## src/adc_seq_pkg.sv

```systemverilog
// Purpose: shared constants and types for the channel sequencer
// Assumes: sixteen-bit frames, twelve-bit control word, eight inputs
// Notes:   control word sits in the first twelve bits of each frame other than a mask frame
package adc_seq_pkg;

  // frame geometry, in serial clock falling edges
  localparam logic [4:0] FRAME_BITS = 5'h10;
  localparam logic [4:0] MUX_EDGE   = 5'h0E;
  localparam int         CTRL_BITS  = 12;

  // power selections, power_sel_hi then power_sel_lo
  localparam logic [1:0] PM_NORMAL  = 2'h3;
  localparam logic [1:0] PM_FULL_SD = 2'h2;
  localparam logic [1:0] PM_AUTO_SD = 2'h1;

  // sequencer selections, sequence_enable then program bit
  localparam logic [1:0] SQ_NONE    = 2'h0;
  localparam logic [1:0] SQ_PROGRAM = 2'h1;
  localparam logic [1:0] SQ_KEEP    = 2'h2;
  localparam logic [1:0] SQ_CONSEC  = 2'h3;

  // frame buffer depth, in words
  localparam int         FIFO_DEPTH = 8;

  // reset values
  localparam logic [15:0] MASK_RESET = 16'h0000;
  localparam logic [2:0]  CHAN_RESET = 3'h0;

  // control word as received, first bit at the top
  typedef struct packed {
    logic       write_en;
    logic       sequence_enable;
    logic       spare_hi;
    logic [2:0] chan_addr;
    logic [1:0] power_sel;
    logic       seq_program;
    logic       spare_lo;
    logic       range_sel;
    logic       coding_sel;
  } ctrl_word_type;

  localparam ctrl_word_type CTRL_RESET = ctrl_word_type'(12'hC33);

  // one received frame on its way to the register stage
  typedef struct packed {
    logic        is_mask;
    logic [15:0] word;
  } frame_entry_type;

  // sequencer modes
  typedef enum logic [1:0] {
    MODE_SINGLE,
    MODE_ARMED,
    MODE_MASK,
    MODE_CONSEC
  } seq_mode_type;

endpackage

```

## src/adc_channel_sequencer.sv

```systemverilog
// Function
// [RQ1] address bits pick input as binary index
// [RQ2] both power bits one: stay fully powered
// [RQ3] one-zero: shut down, keep control contents
// [RQ4] zero-one: shut down after updating conversion
// [RQ5] host waits wake time before valid conversion
// [RQ6] host never writes both power bits zero
// [RQ7] no sequencing: convert last written address
// [RQ8] program bit: next frame loads mask
// [RQ9] any mask bit pattern is accepted
// [RQ10] enable-only write keeps sequence running
// [RQ11] both bits: channels zero through final, repeat
// [RQ12] sixteen-bit mask, write only
// [RQ13] mask loads over sixteen falling edges
// [RQ14] mask loads only after program write
// [RQ15] first bit is mask top, two halves
// [RQ16] run half one, then half two
// [RQ17] host zeroes low half for one sequence
// [RQ18] cycle ascending until non-keep write
// [RQ19] step channel on each chip select fall; code steps at the fourteenth falling edge
// [RQ20] host exits with write, both bits clear
// [RQ21] consecutive mode needs no writes
// [RQ22] write bit low leaves control unchanged
// [RQ23] mux switches on fourteenth falling edge
// [RQ24] frame: zero, address, data, zero pad
// [RQ25] sixteen clocks per frame, control first
// [RQ26] sequence starts at lowest selected channel
//
// Purpose: serial frame handling, control register and channel sequencer
// Assumes: serial clock, chip select and data in are asynchronous pins
// Notes:   frames pass an eight-word buffer before reaching control and mask registers; sequencer bits act at the mux edge
`timescale 1ns/100ps

// small synchronous fifo, flip-flop storage
module frame_fifo #(
  parameter int WIDTH = 17,
  parameter int DEPTH = 8
) (
  input  wire logic             clk,
  input  wire logic             rst_n,
  input  wire logic [WIDTH-1:0] in_data,
  input  wire logic             in_valid,
  output logic                  in_ready,
  output logic      [WIDTH-1:0] out_data,
  output logic                  out_valid,
  input  wire logic             out_ready
);
  localparam int AW = $clog2(DEPTH);

  logic [WIDTH-1:0] mem_q [DEPTH];  // storage words
  logic [AW-1:0]    wr_q;           // write index
  logic [AW-1:0]    rd_q;           // read index
  logic [AW:0]      cnt_q;          // words held

  wire push = in_valid && in_ready;
  wire pop  = out_valid && out_ready;

  assign in_ready  = (cnt_q != (AW+1)'(DEPTH));  // full at DEPTH words
  assign out_valid = (cnt_q != '0);
  assign out_data  = mem_q[rd_q];

  // storage write, no reset needed on data
  always_ff @(posedge clk) begin
    if (push) begin
      mem_q[wr_q] <= in_data;
    end
  end

  // index and fill count
  always_ff @(posedge clk or negedge rst_n) begin
    if (!rst_n) begin
      wr_q  <= '0;
      rd_q  <= '0;
      cnt_q <= '0;
    end else begin
      if (push) begin
        wr_q <= (wr_q == AW'(DEPTH - 1)) ? '0 : wr_q + 1'b1;
      end
      if (pop) begin
        rd_q <= (rd_q == AW'(DEPTH - 1)) ? '0 : rd_q + 1'b1;
      end
      cnt_q <= cnt_q + (AW+1)'(push) - (AW+1)'(pop);
    end
  end
endmodule // frame_fifo

module adc_channel_sequencer
  import adc_seq_pkg::*;
(
  input  wire logic        sys_clk,
  input  wire logic        rst_n,
  input  wire logic        sclk,
  input  wire logic        cs_n,
  input  wire logic        din,
  input  wire logic [11:0] sample_data,
  output logic             dout,
  output logic             dout_oe,
  output logic [2:0]       mux_chan,
  output logic             powered,
  output logic             range_sel,
  output logic             coding_sel,
  output logic             frame_drop
);

  // position p of the mask maps to bit 15-p, channel p[2:0]
  function automatic logic [3:0] next_pos(input logic [15:0] m,
                                          input logic [3:0]  p);
    logic [3:0] cand;
    logic       found;
    next_pos = p;
    found    = 1'b0;
    for (int k = 1; k <= 16; k++) begin
      cand = p + 4'(k);
      if (!found && m[4'hF - cand]) begin
        next_pos = cand;
        found    = 1'b1;
      end
    end
  endfunction

  // reset release synchroniser
  logic rst_s1_q;
  logic rst_s2_q;
  always_ff @(posedge sys_clk or negedge rst_n) begin
    if (!rst_n) begin
      rst_s1_q <= 1'b0;
      rst_s2_q <= 1'b0;
    end else begin
      rst_s1_q <= 1'b1;
      rst_s2_q <= rst_s1_q;
    end
  end
  wire rst_sync_n = rst_s2_q;

  // pin synchronisers; third stage only feeds edge detection
  logic sclk_s1_q, sclk_s2_q, sclk_s3_q;
  logic cs_s1_q, cs_s2_q, cs_s3_q;
  logic din_s1_q, din_s2_q;
  always_ff @(posedge sys_clk or negedge rst_sync_n) begin
    if (!rst_sync_n) begin
      sclk_s1_q <= 1'b1;
      sclk_s2_q <= 1'b1;
      sclk_s3_q <= 1'b1;
      cs_s1_q   <= 1'b1;
      cs_s2_q   <= 1'b1;
      cs_s3_q   <= 1'b1;
      din_s1_q  <= 1'b0;
      din_s2_q  <= 1'b0;
    end else begin
      sclk_s1_q <= sclk;
      sclk_s2_q <= sclk_s1_q;
      sclk_s3_q <= sclk_s2_q;
      cs_s1_q   <= cs_n;
      cs_s2_q   <= cs_s1_q;
      cs_s3_q   <= cs_s2_q;
      din_s1_q  <= din;
      din_s2_q  <= din_s1_q;
    end
  end

  // frame state
  logic [4:0]      bit_cnt_q;   // falling edges seen this frame
  logic [15:0]     rx_q;        // received bits, first at top
  logic [15:0]     tx_q;        // result shifter
  logic            mask_frm_q;  // this frame loads the mask
  logic            dout_q;
  logic            dout_oe_q;
  logic            drop_q;
  // register and sequencer state
  ctrl_word_type   ctrl_q;      // control register
  logic [15:0]     mask_q;      // sequence mask, never read back
  seq_mode_type    mode_q;
  logic [3:0]      pos_q;       // mask position in sequence
  logic [2:0]      final_q;     // last channel, consecutive mode
  logic [2:0]      mux_q;       // channel for next conversion
  logic            auto_down_q; // asleep after updating conversion
  logic            powered_q;

  // edge detection and decode, all named wires
  wire cs_fall   = cs_s3_q && !cs_s2_q;
  wire cs_low    = !cs_s2_q;
  wire sclk_fall = sclk_s3_q && !sclk_s2_q;
  wire bit_take  = cs_low && sclk_fall && (bit_cnt_q < FRAME_BITS);
  wire frame_end = bit_take && (bit_cnt_q == FRAME_BITS - 5'h01);
  wire mux_edge  = bit_take && (bit_cnt_q == MUX_EDGE - 5'h01);
  // at the mux edge the control bits are rx_q[12:1]
  wire ctrl_word_type early = ctrl_word_type'(rx_q[12:1]);
  wire [1:0] early_sq = {early.sequence_enable, early.seq_program};
  wire [15:0] rx_full = {rx_q[14:0], din_s2_q};

  // frame buffer between serial side and register stage
  frame_entry_type push_entry;
  frame_entry_type pop_entry;
  logic            fifo_in_ready;
  logic            fifo_out_valid;
  wire             pop_ready = !cs_low;
  wire             pop_evt   = fifo_out_valid && pop_ready;
  wire ctrl_word_type pop_ctrl =
    ctrl_word_type'(pop_entry.word[15:16-CTRL_BITS]);
  wire [3:0] first_pos = next_pos(pop_entry.word, 4'hF);
  wire [3:0] step_pos  = next_pos(mask_q, pos_q);  // next mask position
  assign push_entry = '{is_mask: mask_frm_q, word: rx_full};
  // words only reach registers between frames; a full buffer
  // refuses the word, the serial side keeps shifting and the frame is dropped
  frame_fifo #(
    .WIDTH ($bits(frame_entry_type)),
    .DEPTH (FIFO_DEPTH)
  ) u_fifo (
    .clk       (sys_clk),
    .rst_n     (rst_sync_n),
    .in_data   (push_entry),
    .in_valid  (frame_end),
    .in_ready  (fifo_in_ready),
    .out_data  (pop_entry),
    .out_valid (fifo_out_valid),
    .out_ready (pop_ready)
  );

  // serial shifting; output changes on the falling edge
  always_ff @(posedge sys_clk or negedge rst_sync_n) begin
    if (!rst_sync_n) begin
      bit_cnt_q <= 5'h00;
      rx_q      <= 16'h0000;
      tx_q      <= 16'h0000;
      dout_q    <= 1'b0;
      dout_oe_q <= 1'b0;
    end else begin
      dout_oe_q <= cs_low;
      if (cs_fall) begin
        // [RQ24] result framing
        // leading zero, channel, data; narrower parts pad low
        tx_q      <= {1'b0, mux_q, sample_data};
        dout_q    <= 1'b0;
        bit_cnt_q <= 5'h00;
      end else if (bit_take) begin
        // [RQ13] sixteen edge shift
        // [RQ25] frame length count
        rx_q      <= rx_full;
        tx_q      <= {tx_q[14:0], 1'b0};
        dout_q    <= tx_q[14];
        bit_cnt_q <= bit_cnt_q + 5'h01;
      end
    end
  end

  // overrun marker, one cycle per lost frame
  always_ff @(posedge sys_clk or negedge rst_sync_n) begin
    if (!rst_sync_n) begin
      drop_q <= 1'b0;
    end else begin
      drop_q <= frame_end && !fifo_in_ready;
    end
  end

  // control register and mask, loaded from the buffer
  always_ff @(posedge sys_clk or negedge rst_sync_n) begin
    if (!rst_sync_n) begin
      ctrl_q <= CTRL_RESET;
      mask_q <= MASK_RESET;
    end else if (pop_evt) begin
      if (pop_entry.is_mask) begin
        // [RQ14] mask only when armed
        // [RQ12] write-only mask
        // [RQ9] any pattern kept
        mask_q <= pop_entry.word;
      end else if (pop_ctrl.write_en) begin
        // [RQ22] write bit gate
        ctrl_q <= pop_ctrl;
      end
    end
  end

  // sequencer: mode, position and multiplexer channel
  always_ff @(posedge sys_clk or negedge rst_sync_n) begin
    if (!rst_sync_n) begin
      mode_q     <= MODE_SINGLE;
      pos_q      <= 4'h0;
      final_q    <= CHAN_RESET;
      mux_q      <= CHAN_RESET;
      mask_frm_q <= 1'b0;
    end else begin
      if (cs_fall) begin
        // [RQ14] armed frame carries mask
        mask_frm_q <= (mode_q == MODE_ARMED);
      end
      if (mux_edge && !mask_frm_q && early.write_en &&
          early_sq != SQ_KEEP) begin
        // [RQ23] switch on fourteenth edge
        case (early_sq)
          SQ_NONE: begin
            // [RQ7] single channel
            // [RQ1] binary channel index
            mode_q <= MODE_SINGLE;
            mux_q  <= early.chan_addr;
          end
          SQ_PROGRAM: begin
            // [RQ8] next frame is the mask
            mode_q <= MODE_ARMED;
            mux_q  <= early.chan_addr;
          end
          SQ_CONSEC: begin
            // [RQ11] start at channel zero
            mode_q  <= MODE_CONSEC;
            final_q <= early.chan_addr;
            mux_q   <= CHAN_RESET;
          end
          default: mode_q <= mode_q;
        endcase
      end else if (mux_edge && !mask_frm_q) begin
        // [RQ10] keep-write leaves sequence alone
        // [RQ19] one step per conversion
        case (mode_q)
          MODE_MASK: begin
            // [RQ16] half one then half two
            // [RQ18] ascending, wrapping
            pos_q <= step_pos;
            mux_q <= step_pos[2:0];
          end
          MODE_CONSEC: begin
            // [RQ21] runs without writes
            mux_q <= (mux_q == final_q) ? CHAN_RESET : mux_q + 3'h1;
          end
          default: mux_q <= mux_q;
        endcase
      end else if (pop_evt && pop_entry.is_mask) begin
        // [RQ26] start at lowest selected
        // [RQ15] top bit is channel zero
        mode_q <= MODE_MASK;
        pos_q  <= first_pos;
        mux_q  <= first_pos[2:0];
      end
    end
  end

  // power state; sleep follows a conversion that updated control
  always_ff @(posedge sys_clk or negedge rst_sync_n) begin
    if (!rst_sync_n) begin
      auto_down_q <= 1'b0;
      powered_q   <= 1'b1;
    end else begin
      if (pop_evt && !pop_entry.is_mask && pop_ctrl.write_en &&
          pop_ctrl.power_sel == PM_AUTO_SD) begin
        // [RQ4] auto shutdown after update
        auto_down_q <= 1'b1;
      end else if (cs_fall) begin
        // wake on the next frame; host allows the wake time
        auto_down_q <= 1'b0;
      end
      case (ctrl_q.power_sel)
        // [RQ2] normal stays powered
        PM_NORMAL:  powered_q <= 1'b1;
        // [RQ3] full shutdown until rewritten
        PM_FULL_SD: powered_q <= 1'b0;
        PM_AUTO_SD: powered_q <= !auto_down_q;
        // invalid code: hold the last state
        default:    powered_q <= powered_q;
      endcase
    end
  end

  // outputs straight from flip-flops
  assign dout       = dout_q;
  assign dout_oe    = dout_oe_q;
  assign mux_chan   = mux_q;
  assign powered    = powered_q;
  assign range_sel  = ctrl_q.range_sel;
  assign coding_sel = ctrl_q.coding_sel;
  assign frame_drop = drop_q;
endmodule // adc_channel_sequencer

```

## config.mk

```make
export PLATFORM = sky130hd
export DESIGN_NAME = adc_channel_sequencer
export DESIGN_NICKNAME = d
export VERILOG_FILES = /design/src/adc_seq_pkg.sv /design/src/adc_channel_sequencer.sv
export SDC_FILE = /design/constraint.sdc
export NUM_CORES = 1
export LEC_CHECK = 0
export ABC_AREA = 1
export BUFFER_PORTS_ARGS = -buffer_cell sky130_fd_sc_hd__buf_2
export CORE_ASPECT_RATIO = 0.8
export CORE_UTILIZATION = 57
export DETAILED_ROUTE_END_ITERATION = 16
export PLACE_DENSITY = 0.77
export RECOVER_POWER = 100
export SETUP_SLACK_MARGIN = 0.1
export SYNTH_ARGS = -nofsm -noshare
export SYNTH_HDL_FRONTEND = slang
export SYNTH_SLANG_ARGS = --single-unit
export TNS_END_PERCENT = 5
```

## constraint.sdc

```tcl
create_clock -name sys_clk -period 2.9 [get_ports sys_clk]
set_clock_uncertainty 0.1 [all_clocks]
set_input_delay 0.29 -clock sys_clk [delete_from_list [all_inputs] [get_ports sys_clk]]
set_output_delay 0.29 -clock sys_clk [all_outputs]
set_load 0.005 [all_outputs]
```

# Word-level counts from Yosys, hierarchy flattened
# Memory sizes are Yosys's and may differ from the RTL's.
# Cells that the tools add are included.
[word_totals]
ramBits = 136
reg_bits = 93
mem_count = 1
inputBits = 17
out_inout_bits = 9
[classes]
add_sub_neg = 37
n_reduce_logical = 99
mux = 120
n_eq_ne = 23
order_cmp = 17
n_bitwise = 3
[mem_list]
columns = ["name", "depth", "word_bits", "read_ports", "rd_ports_with_merged_regs", "wr", "line_no", "source"]
rows = [
  ["u_fifo.mem_q", 8, 17, 1, 0, 1, "adc_channel_sequencer.sv:50", "logic [WIDTH-1:0] mem_q [DEPTH];"],
]
[op_table]
columns = ["cell", "n"]
rows = [
  ["2-to-1 mux 4 bit", 35],
  ["< comparator 4 x 5 -> 1 bit, second input constant", 16],
  ["binary-select mux 1 bit (select 4 bit)", 16],
  ["subtractor 4 bit, first input constant", 16],
  ["2-to-1 mux 1 bit", 52],
  ["logical AND 1 bit", 46],
  ["logical NOT 1 bit", 36],
  ["adder 4 bit, second input constant", 8],
  ["2-to-1 mux 15 bit", 2],
  ["2-to-1 mux 3 bit", 6],
  ["adder 4 x 3 -> 4 bit, second input constant", 4],
  ["inequality test 16 bit, second input constant", 1],
  ["one-hot mux 3 bit (2 select lines)", 2],
  ["AND reduction 3 bit", 4],
  ["== test 2 bit, second input constant", 5],
  ["== test 5 x 4 -> 1 bit, second input constant", 2],
  ["2-to-1 mux 5 bit", 2],
  ["adder 3 x 1 -> 3 bit, second input constant", 3],
  ["adder 4 x 2 -> 4 bit, second input constant", 2],
  ["== test 2 x 1 -> 1 bit, second input constant", 4],
  ["inequality test 4 x 1 -> 1 bit, second input constant", 2],
  ["nonzero test 2 bit", 4],
  ["== test 3 bit, second input constant", 2],
  ["2-to-1 mux 2 bit", 3],
  ["other kinds (19)", 26],
]

# Depth between registers and ports, before layout
# Gate-level depths: netlist (run 1).
[depth]
word_depth = 53
depth_mapped = 34
ltp_nobuf = 32

# By module
# A second synthesis (run 1) with hierarchy kept.
[unflattened]
cells_unflattened = 1390
area_unflattened_um2 = 11756.3
[by_module_without_submodules]
columns = ["module", "area_each_um2", "seq_area_each_um2", "cells_per_inst", "instances"]
rows = [
  ["frame_fifo", 6547.5, 4334.2, 662, 1],
  ["adc_channel_sequencer", 5208.7, 2090.8, 728, 1],
]

# Worst setup path before layout (run 1)
# OpenSTA, ideal clock, no wires.
[synth_timing]
path_kind = "reg-to-reg"
start = "reg pos_q[1]"
end = "reg mux_q[1] (netlist: mux_chan[1])"
setup_ps = 73
path_stages_with_launch = 30
setup_slack_ps = -601
period_less_slack_ps = 3501
t_arrival_ps = 3328
t_required_ps = 2727
path_cell_list = "dfrtp_1 -> inv_1 -> buf_2 -> ha_1 -> inv_1 -> buf_2 -> nand3_1 -> nand3_1 -> nand2_1 -> nand2_1 -> nand2_4 -> nor2_8 -> nand3_2 -> nor2_4 -> nand2_2 -> nor2_4 -> nand2_2 -> nor2_4 -> nand2_2 -> nor2_4 -> nand3_4 -> nor3_4 -> inv_2 -> nand2_1 -> inv_1 -> nand2_2 -> nand4_1 -> nand2_1 -> nand2_1 -> a21oi_2"
[synth_via]
elab_chain_cells = 53
[synth_rtl]
columns = ["element", "line_no", "source"]
rows = [
  ["from (decl)", "adc_channel_sequencer.sv:173", "logic [3:0] pos_q;"],
  ["from (signal assigned)", "adc_channel_sequencer.sv:316", "pos_q <= step_pos;"],
  ["from (signal assigned)", "adc_channel_sequencer.sv:329", "pos_q <= first_pos;"],
  ["adder 4 x 1 -> 4 bit", "adc_channel_sequencer.sv:113", "cand = p + 4'(k);"],
  ["subtractor 4 bit", "adc_channel_sequencer.sv:114", "if (!found && m[4'hF - cand]) begin"],
  ["binary-select mux 1 bit (select 4 bit)", "adc_channel_sequencer.sv:114", ""],
  ["2-to-1 mux 1 bit (implied by the code)", "adc_channel_sequencer.sv:114", ""],
  ["2-to-1 mux 1 bit", "adc_channel_sequencer.sv:114", ""],
  ["logical NOT 1 bit", "adc_channel_sequencer.sv:114", ""],
  ["logical AND 1 bit", "adc_channel_sequencer.sv:114", ""],
  ["2-to-1 mux 1 bit", "adc_channel_sequencer.sv:114", ""],
  ["(+37 left out)", "--", ""],
  ["logical AND 1 bit", "adc_channel_sequencer.sv:114", ""],
  ["2-to-1 mux 1 bit", "adc_channel_sequencer.sv:114", ""],
  ["logical NOT 1 bit", "adc_channel_sequencer.sv:114", ""],
  ["logical AND 1 bit", "adc_channel_sequencer.sv:114", ""],
  ["2-to-1 mux 4 bit (*)", "adc_channel_sequencer.sv:114", ""],
  ["one-hot mux 3 bit (2 select lines) (*)", "adc_channel_sequencer.sv:312", "case (mode_q)"],
  ["2-to-1 mux 3 bit (*)", "adc_channel_sequencer.sv:309", "end else if (mux_edge && !mask_frm_q) begin"],
  ["2-to-1 mux 3 bit (*)", "adc_channel_sequencer.sv:286", "if (mux_edge && !mask_frm_q && early.write_en &&"],
  ["to (signal assigned)", "adc_channel_sequencer.sv:294", "mux_q <= early.chan_addr;"],
  ["to (signal assigned)", "adc_channel_sequencer.sv:317", "mux_q <= step_pos[2:0];"],
  ["to (signal assigned)", "adc_channel_sequencer.sv:321", "mux_q <= (mux_q == final_q) ? CHAN_RESET : mux_q + 3'h1;"],
  ["to (decl)", "adc_channel_sequencer.sv:175", "logic [2:0] mux_q;"],
]
# Every way passes the cells marked *; elsewhere a longest branch is shown, timed or not. The select of a mux whose other input is x is not followed.
# A chain may end at the register's enable or synchronous reset.

# Final worst setup path (run 1)
[layout_timing]
start = "reg u_fifo.rd_q[0]"
end = "reg mux_q[1] (netlist: mux_chan[1])"
[layout_via]
elab_chain_cells = 50
[layout_rtl]
columns = ["element", "line_no", "source"]
rows = [
  ["from (decl)", "adc_channel_sequencer.sv:52", "logic [AW-1:0] rd_q;"],
  ["from (signal assigned)", "adc_channel_sequencer.sv:80", "rd_q <= (rd_q == AW'(DEPTH - 1)) ? '0 : rd_q + 1'b1;"],
  ["memory (8 x 17 bit) (*)", "--", ""],
  ["2-to-1 mux 1 bit", "adc_channel_sequencer.sv:114", ""],
  ["logical NOT 1 bit", "adc_channel_sequencer.sv:114", ""],
  ["logical AND 1 bit", "adc_channel_sequencer.sv:114", ""],
  ["2-to-1 mux 1 bit", "adc_channel_sequencer.sv:114", ""],
  ["logical NOT 1 bit", "adc_channel_sequencer.sv:114", ""],
  ["logical AND 1 bit", "adc_channel_sequencer.sv:114", ""],
  ["2-to-1 mux 1 bit", "adc_channel_sequencer.sv:114", ""],
  ["(+34 left out)", "--", ""],
  ["logical AND 1 bit", "adc_channel_sequencer.sv:114", ""],
  ["2-to-1 mux 1 bit", "adc_channel_sequencer.sv:114", ""],
  ["logical NOT 1 bit", "adc_channel_sequencer.sv:114", ""],
  ["logical AND 1 bit", "adc_channel_sequencer.sv:114", ""],
  ["2-to-1 mux 4 bit", "adc_channel_sequencer.sv:114", ""],
  ["2-to-1 mux 3 bit", "adc_channel_sequencer.sv:325", "end else if (pop_evt && pop_entry.is_mask) begin"],
  ["2-to-1 mux 3 bit", "adc_channel_sequencer.sv:309", ""],
  ["2-to-1 mux 3 bit", "adc_channel_sequencer.sv:286", ""],
  ["to (signal assigned)", "adc_channel_sequencer.sv:294", ""],
  ["to (signal assigned)", "adc_channel_sequencer.sv:323", "default: mux_q <= mux_q;"],
  ["to (signal assigned)", "adc_channel_sequencer.sv:330", "mux_q <= first_pos[2:0];"],
]
# Marked as above.

==> out/qor.json, run 1 <==
{
  "post_synth.cell_area_avg": {"value": 9.29, "unit": "um2"},
  "grt-ovfl-total": {"value": 0},
  "totalWireLength": {"value": 29.5, "unit": "mm"},
  "num-nets-final": {"value": 1413},
  "drt-pass1-iter-count": {"value": 5},
  "core_area": {"value": 19000, "unit": "um2"},
  "die-area": {"value": 20000, "unit": "um2"},
  "grt_busiest_layer": {"value": "met2"},
  "synth-async-reset-ratio": {"value": 40.6, "unit": "%"},
  "cp_max_fo": {"value": 19},
  "starting_density_of_the_core": {"value": 58.2, "unit": "%"},
  "power.total": {"value": 0.00701, "unit": "W"},
  "power_switching": {"value": 0.00147, "unit": "W"},
  "layout_worst_path_cycle_share": {"value": 112, "unit": "%"},
  "port-buffer-count": {"value": 25},
  "layout_common_cells": {"value": "sky130_fd_sc_hd__nand2_1 (275), sky130_fd_sc_hd__buf_4 (141), sky130_fd_sc_hd__o21ai_0 (138)"},
  "number_of_buffers_inserted_during_clock_tree_synthesis": {"value": 23},
  "irDropWorstVdd": {"value": 0.624, "unit": "mV"},
  "hold_viol_final": {"value": 0},
  "synth.ff_latch_count": {"value": 229},
  "clock_slew_at_reported_path_ffs": {"value": 60, "unit": "ps"},
  "globalRouteMet1Util": {"value": 46.6, "unit": "%"},
  "vias_in_the_first_global_route": {"value": 9132},
  "intPower": {"value": 0.00554, "unit": "W"},
  "clock-sinks": {"value": 229},
  "worst_ep_arrival_time": {"value": 3560, "unit": "ps"},
  "power.sequential.fraction": {"value": 51.8, "unit": "%"},
  "ioPinCount": {"value": 26},
  "synthMuxAreaShare": {"value": 0.102, "unit": "%"},
  "power_frac_clock": {"value": 45.0, "unit": "%"},
  "synth.cell_area": {"value": 11100, "unit": "um2"},
  "layout_commonest_cell": {"value": "sky130_fd_sc_hd__nand2_1"},
  "number_of_maximum_capacitance_violations": {"value": 1},
  "tritoncts": {"value": "yes"},
  "synth_cell_type_count": {"value": 48},
  "leakagePower": {"value": 5.97, "unit": "nW"},
  "drt_iter0_markers": {"value": 950},
  "status": {"value": "finished with violations"},
  "synth_compound_area_share": {"value": 11.6, "unit": "%"},
  "grt_setup_unrepaired": {"value": "true"},
  "area.growth.synth_to_final": {"value": 22.5, "unit": "%"},
  "first_pass_grt_wire_length": {"value": 47.5, "unit": "mm"},
  "report.final.setup_viol": {"value": 7},
  "remaining_drc_errors": {"value": 0},
  "synth-edff-count": {"value": 136},
  "antenna_left": {"value": 0},
  "layout-drive-gt1-share": {"value": 19.2, "unit": "%"},
  "slew_violations": {"value": 47},
  "timing.max_slew.rel_slack": {"value": -24.2, "unit": "%"},
  "finalWeightedCongestion": {"value": 0.944},
  "yosysSeqAreaShare": {"value": 58.0, "unit": "%"},
  "synth_adder_area_share": {"value": 2.67, "unit": "%"},
  "pwr_density_cell": {"value": 517, "unit": "nW/um2"},
  "upper_clock_frequency_limit": {"value": 0.308, "unit": "GHz"},
  "worstMarginPinSlew": {"value": 1860, "unit": "ps"},
  "synth_fp_nets": {"value": 1233},
  "place.detailed.hpwl": {"value": 19.7, "unit": "mm"},
  "p_sw_share": {"value": 21.0, "unit": "%"},
  "largest_net_degree_at_the_start_of_global_routing": {"value": 47},
  "cp_class": {"value": "register to register"},
  "ctsHtreeMaxLevel": {"value": 1},
  "dieWidth": {"value": 158, "unit": "um"},
  "via_count": {"value": 9318},
  "synth-xor-area-share": {"value": 1.16, "unit": "%"},
  "synth_top_family_by_area": {"value": "simple AND/OR/NAND/NOR gates"},
  "timing.hold.ws": {"value": 253, "unit": "ps"},
  "grt_antenna_before_repair": {"value": 0},
  "critical_path.startpoint_type": {"value": "register"},
  "post_synth_inst_count": {"value": 1193},
  "synth_simple_gate_area_share": {"value": 20.3, "unit": "%"},
  "die-height": {"value": 127, "unit": "um"},
  "max-clock-path-buffers": {"value": 3},
  "grtUsageMet2": {"value": 47.4, "unit": "%"},
  "yosysWarningCount": {"value": 0},
  "routed_wire_length_per_instance": {"value": 17.9, "unit": "um"},
  "filler_cell_count": {"value": 1434},
  "cts_root_buffer": {"value": "sky130_fd_sc_hd__clkbuf_16"},
  "required_time_of_the_critical_path": {"value": 3210, "unit": "ps"},
  "antenna-diode-count": {"value": 0},
  "finalCriticalPeriod": {"value": 3250, "unit": "ps"},
  "synth-main-ff-cell": {"value": "sky130_fd_sc_hd__edfxtp_1"},
  "power.share.combinational": {"value": 3.1, "unit": "%"},
  "rows": {"value": 45},
  "endpoint_kind": {"value": "register"},
  "hold_class": {"value": "register to register"},
  "worst_slack": {"value": -352, "unit": "ps"},
  "grtUsageTotal": {"value": 31.2, "unit": "%"},
  "grt_util_met3": {"value": 4.68, "unit": "%"},
  "via_per_inst": {"value": 5.65},
  "clkLatencyLatePin": {"value": 530, "unit": "ps"},
  "failed_checks": {"value": "max-capacitance violations, max-slew violations, negative setup slack"}
}
-- through the flow --
step                cell area, um2  util, %  TNS (ps)  setup slack, ps  cells
CTS                          13600     71.5     -2190             -373   1648
finish                       13600     71.3     -2140             -352   1648
global route                 13600     71.3     -7330             -710   1648
floorplan                    11200        -    -22350             -409   1193
global placement             12600     66.2     -2380             -398   1588
detailed placement           12600     66.2     -2680             -445   1588
-- critical path, stage by stage, from the launching register on --
cell	delay, ps
sky130_fd_sc_hd__dfrtp_1	450
sky130_fd_sc_hd__clkinvlp_4	190
sky130_fd_sc_hd__buf_4	240
sky130_fd_sc_hd__o21ai_0	190
sky130_fd_sc_hd__o22ai_1	100
sky130_fd_sc_hd__nand2_1	70
sky130_fd_sc_hd__nand2_1	80
sky130_fd_sc_hd__nor2_1	130
sky130_fd_sc_hd__nand2_1	80
sky130_fd_sc_hd__nor2_1	120
sky130_fd_sc_hd__nand2_1	110
sky130_fd_sc_hd__nor3_2	140
sky130_fd_sc_hd__nand2_1	170
sky130_fd_sc_hd__nor4_2	190
sky130_fd_sc_hd__buf_4	190
sky130_fd_sc_hd__o21ai_0	110
sky130_fd_sc_hd__nand3_1	160
sky130_fd_sc_hd__o21ai_0	100
sky130_fd_sc_hd__inv_1	60
sky130_fd_sc_hd__nand2_1	50
sky130_fd_sc_hd__nand2_1	70
sky130_fd_sc_hd__a21oi_2	50
-- per-layer routing --
layer | share of wire, % | up-vias
met1 | 44 | 4432
met3 | 9.2 | 58
met2 | 45 | 426
met4 | 2.3 | 0
met5 | 0 | -
li1 | - | 4402
-- logic make-up (layout without fill, tap and decap cells) --
| group | after synthesis | in the layout |
|---|---|---|
| AO/OA/AOI/OAI | 231 | 231 |
| multiplexers | 1 | 1 |
| adder cells (fa/ha/maj) | 23 | 23 |
| buffers and inverters | 169 | 366 |
| XOR/XNOR | 13 | 13 |
| other | 1 | 1 |
| flip-flops | 229 | 229 |
| AND/OR/NAND/NOR | 526 | 526 |
-- Yosys cell counts (3+ instances only) --
cell type / instances / area share [%]
sky130_fd_sc_hd__a21oi_1: 17 / 0.77
sky130_fd_sc_hd__a31oi_1: 7 / 0.40
sky130_fd_sc_hd__buf_2: 3 / 0.14
sky130_fd_sc_hd__buf_4: 3 / 0.20
sky130_fd_sc_hd__buf_6: 4 / 0.41
sky130_fd_sc_hd__clkbuf_1: 34 / 1.2
sky130_fd_sc_hd__dfrtp_1: 82 / 19
sky130_fd_sc_hd__dfstp_2: 11 / 2.6
sky130_fd_sc_hd__edfxtp_1: 136 / 37
sky130_fd_sc_hd__ha_1: 22 / 2.5
sky130_fd_sc_hd__inv_1: 119 / 4.0
sky130_fd_sc_hd__inv_2: 6 / 0.20
sky130_fd_sc_hd__nand2_1: 276 / 9.4
sky130_fd_sc_hd__nand2_2: 8 / 0.45
sky130_fd_sc_hd__nand3_1: 96 / 4.3
sky130_fd_sc_hd__nand4_1: 6 / 0.34
sky130_fd_sc_hd__nor2_1: 118 / 4.0
sky130_fd_sc_hd__nor2_4: 4 / 0.41
sky130_fd_sc_hd__nor3_1: 7 / 0.32
sky130_fd_sc_hd__o211ai_1: 3 / 0.20
sky130_fd_sc_hd__o21a_1: 4 / 0.27
sky130_fd_sc_hd__o21ai_0: 144 / 6.5
sky130_fd_sc_hd__o221ai_1: 8 / 0.63
sky130_fd_sc_hd__o22ai_1: 37 / 2.1
sky130_fd_sc_hd__xnor2_1: 7 / 0.55
sky130_fd_sc_hd__xor2_1: 4 / 0.32
-- final timing paths --
check | start | endpoint | slack [ps] | cells after the start
min | din_s1_q | din_s2_q | 250 | 0
min in group asynchronous | rst_n | rst_s1_q | 510 | 3
max | u_fifo.rd_q[0] | mux_chan[1] | -350 | 21
max in group asynchronous | rst_s2_q | pos_q[1] | 360 | 1
max reg2reg | u_fifo.rd_q[0] | mux_chan[1] | -350 | 21
min reg2reg | din_s1_q | din_s2_q | 250 | 0
-- layout make-up --
class	count	area, um2	area share [%]
multi-input combinational	795	4070	30.0
clock inverter	14	191	1.41
clock buffer	28	624	4.60
timing repair buffer	199	1450	10.7
tap	258	323	2.38
inverter	125	483	3.56
sequential	229	6430	47.4
-- power groups by stage --
stage	Combinational, W	Sequential (W)	Clock (W)
global placement	0.000186	0.00370	0
finish	0.000218	0.00364	0.00316
floorplan	0.000113	0.00368	0
detailed placement	0.000194	0.00370	0
global route	0.000244	0.00365	0.00329
CTS	0.000214	0.00364	0.00317
-- sequential cells by signal, indices dropped and copies added, names as in the netlist, 2 cells and up --
signal,count
u_fifo.cnt_q,4
tx_q,15
ctrl_q,2
rx_q,15
u_fifo.mem_q,136
pos_q,4
final_q,3
mux_chan,3
mode_q,2
mask_q,16
bit_cnt_q,5
u_fifo.rd_q,3
u_fifo.wr_q,3
-- repair_timing --
| action | 4_1_cts | 5_1_grt |
|---|---|---|
| hold buffers | 17 | 0 |
| cloned | 0 | 0 |
| buffers inserted | 1 | 0 |
| pin swaps | 3 | 0 |
| endpoints found under the hold margin | 17 | 0 |
| gates resized for setup | 3 | 14 |
| setup endpoints to repair | 7 | 7 |
No activity file was read; power rests on OpenSTA's default activity.
==> inputs of run 2 (changes only) <==
--- a/config.mk
+++ b/config.mk
@@ -11,4 +11,5 @@
 export CORE_UTILIZATION = 57
 export DETAILED_ROUTE_END_ITERATION = 16
+export GPL_TIMING_DRIVEN = 0
 export PLACE_DENSITY = 0.77
 export RECOVER_POWER = 100
==> constraint.sdc (replaced) <==
create_clock -name sys_clk -period 2.9 [get_ports sys_clk]
set_clock_uncertainty 0.1 [all_clocks]
set_input_delay 0.145 -clock sys_clk [delete_from_list [all_inputs] [get_ports sys_clk]]
set_output_delay 0.145 -clock sys_clk [all_outputs]
set_load 0.005 [all_outputs]
==> run 2 against run 1 <==
  * The run still ends with max-capacitance violations, max-slew violations, negative setup slack left
  * Worst hold slack worse by 64 ps
  * Largest cell class unchanged
  * Utilization is 1.0 points lower
  * Via count is 0.41% lower
  * Clock power is 9.2% lower
  * Non-clock buffer count is 67 lower
  * Combinational power is 2% higher
  * Cell count is 4.1% lower
  * Maximum frequency is 9.8% lower
  * Critical path depth is 7 higher
  * Sequential share of layout area is 0.71 points higher
  * Clock-buffer cell count is 5 higher
  * First-iteration DRC count is 15% higher
==> out/qor.json, run 2 (same netlist as run 1, synthesis figures left out) <==
{
  "max_flop_register": {"value": "u_fifo.mem_q"},
  "place.detailed.hpwl": {"value": 19.7, "unit": "mm"},
  "crit_path_frequent_cell": {"value": "sky130_fd_sc_hd__nand2_2"},
  "starting_density_of_the_core": {"value": 58.2, "unit": "%"},
  "critical_path.n_buffers_inverters": {"value": 5},
  "required_time_of_the_critical_path": {"value": 3240, "unit": "ps"},
  "num-nets-final": {"value": 1346},
  "pwr_density_cell": {"value": 502, "unit": "nW/um2"},
  "drt-pass1-iter-count": {"value": 6},
  "cell_with_the_biggest_individual_delay_on_the_critical_path": {"value": "sky130_fd_sc_hd__dfrtp_2"},
  "dieWidth": {"value": 158, "unit": "um"},
  "power.sequential.fraction": {"value": 54.0, "unit": "%"},
  "die-height": {"value": 127, "unit": "um"},
  "layout_commonest_cell": {"value": "sky130_fd_sc_hd__nand2_1"},
  "grt-ovfl-total": {"value": 0},
  "grt_setup_unrepaired": {"value": "true"},
  "via_count": {"value": 9280},
  "hold_class": {"value": "input port to register"},
  "largest_net_degree_at_the_start_of_global_routing": {"value": 50},
  "clock_slew_at_reported_path_ffs": {"value": 60, "unit": "ps"},
  "layout_worst_path_cycle_share": {"value": 124, "unit": "%"},
  "antenna-diode-count": {"value": 0},
  "p_sw_share": {"value": 20.9, "unit": "%"},
  "cts_root_buffer": {"value": "sky130_fd_sc_hd__clkbuf_16"},
  "cp_class": {"value": "register to register"},
  "number_of_buffers_inserted_during_clock_tree_synthesis": {"value": 23},
  "timing.max_slew.rel_slack": {"value": -9.75, "unit": "%"},
  "largest_register_ffs": {"value": 136},
  "hold_viol_final": {"value": 0},
  "via_per_inst": {"value": 5.87},
  "slew_violations": {"value": 44},
  "antenna_left": {"value": 0},
  "intPower": {"value": 0.00532, "unit": "W"},
  "area.growth.synth_to_final": {"value": 20.8, "unit": "%"},
  "report.final.setup_viol": {"value": 128},
  "endpoint_kind": {"value": "register"},
  "worst_slack": {"value": -706, "unit": "ps"},
  "power.total": {"value": 0.00672, "unit": "W"},
  "ctsHtreeMaxLevel": {"value": 1},
  "tritoncts": {"value": "yes"},
  "core_area": {"value": 19000, "unit": "um2"},
  "worst_ep_arrival_time": {"value": 3950, "unit": "ps"},
  "clock-sinks": {"value": 229},
  "number_of_maximum_capacitance_violations": {"value": 1},
  "clkLatencyLatePin": {"value": 510, "unit": "ps"},
  "critical_path.startpoint_type": {"value": "register"},
  "first_pass_grt_wire_length": {"value": 47.1, "unit": "mm"},
  "grt_antenna_before_repair": {"value": 0},
  "die-area": {"value": 20000, "unit": "um2"},
  "cp_slowest_stage_delay": {"value": 450, "unit": "ps"},
  "max-clock-path-buffers": {"value": 3},
  "finalWeightedCongestion": {"value": 0.941},
  "finalCriticalPeriod": {"value": 3610, "unit": "ps"},
  "irDropWorstVdd": {"value": 0.447, "unit": "mV"},
  "power.share.combinational": {"value": 3.3, "unit": "%"},
  "upper_clock_frequency_limit": {"value": 0.277, "unit": "GHz"},
  "power_switching": {"value": 0.00141, "unit": "W"},
  "power_frac_clock": {"value": 42.7, "unit": "%"},
  "port-buffer-count": {"value": 25},
  "failed_checks": {"value": "max-capacitance violations, max-slew violations, negative setup slack"},
  "status": {"value": "finished with violations"},
  "remaining_drc_errors": {"value": 0},
  "leakagePower": {"value": 5.66, "unit": "nW"},
  "worstMarginPinSlew": {"value": 1650, "unit": "ps"},
  "dp_worst_setup_slack": {"value": -1260, "unit": "ps"},
  "layout_common_cells": {"value": "sky130_fd_sc_hd__nand2_1 (261), sky130_fd_sc_hd__o21ai_0 (137), sky130_fd_sc_hd__edfxtp_1 (136)"},
  "grtUsageTotal": {"value": 30.8, "unit": "%"},
  "routed_wire_length_per_instance": {"value": 18.7, "unit": "um"},
  "reg.largest.list": {"value": "u_fifo.mem_q: 136 flops, mask_q: 16 flops"},
  "critical-path-top-delay-family": {"value": "simple AND/OR/NAND/NOR gates"},
  "cp_max_fo": {"value": 6},
  "rows": {"value": 45},
  "vias_in_the_first_global_route": {"value": 8926},
  "utilization": {"value": 70.3, "unit": "%"},
  "totalWireLength": {"value": 29.5, "unit": "mm"},
  "layout-drive-gt1-share": {"value": 18.1, "unit": "%"},
  "ioPinCount": {"value": 26},
  "drt_iter0_markers": {"value": 1096}
}
[run 2: changes by cell type in the layout (fill, tap and decap cells not counted), sizes merged]
| cell | change |
|---|---|
| buf | -88 |
| bufinv | -2 |
| clkbuf | +26 |
| clkinv | -1 |
| clkinvlp | -3 |
| inv | +1 |
[run 2: metrics by stage]
stage / setup TNS (ps) / area, um2 / instances / hold WS, ps
CTS: -3740 / 13300 / 1575 / 157
floorplan: -22350 / 11200 / 1193 / -251
finish: -19070 / 13400 / 1581 / 189
global placement: -275610 / 11600 / 1476 / -168
detailed placement: -49310 / 11800 / 1487 / -169
global route: -44970 / 13400 / 1581 / 186
[run 2: power groups by stage]
stage / sequential [W] / combinational (W) / clock [W]
after detailed placement: 0.00369 / 0.000188 / 0
final: 0.00363 / 0.000222 / 0.00287
after floorplan: 0.00368 / 0.000113 / 0
after CTS: 0.00363 / 0.000214 / 0.00289
after global routing: 0.00364 / 0.000250 / 0.00302
after global placement: 0.00370 / 0.000162 / 0
[run 2: worst register-to-register path, delay by kind of cell, from the launching register on]
kind            cells  cell delay, ps
compound gates      1              50
flops               1             450
fa+ha+maj           1             350
buf+inv             5             630
simple gates       21            1980
[run 2: what timing repair did]
| item | 4_1_cts | 5_1_grt |
|---|---|---|
| endpoints found under the setup margin | 166 | 81 |
| gates resized for setup | 100 | 29 |
| endpoints found under the hold margin | 17 | 0 |
| hold buffers | 17 | 0 |
| cloned | 1 | 0 |
| pin swaps | 13 | 21 |
| setup buffers | 28 | 6 |
[run 2: worst paths after layout]
kind                       slack (ps)  startpoint  depth (start not counted)              to
max                              -710    pos_q[1]                         28     mux_chan[0]
min in group asynchronous         390       rst_n                          3        rst_s1_q
min reg2reg                       260    din_s1_q                          0        din_s2_q
min                               190         din                          2        din_s1_q
max reg2reg                      -710    pos_q[1]                         28     mux_chan[0]
max in group asynchronous         470    rst_s2_q                          1  u_fifo.rd_q[1]
[run 2: layout make-up]
cell class,count,area (um2)
Buffer,44,332
Clock buffer,33,623
Clock inverter,9,101
Fill cell,1385,5650
Inverter,125,479
Multi-Input combinational cell,795,4370
Sequential cell,229,6430
Tap cell,258,323
Timing Repair Buffer,88,718
[run 2: layer usage]
metal  share of wire [%]  wire length (um)  GRT usage [%]  up-vias
met5                   0                 0              0        -
met3                  10              3090           5.88       67
met2                  45             13400           47.4      515
met1                  42             12400           46.0     4425
li1                    -                 -              -     4273
met4                 2.0               593           6.28        0
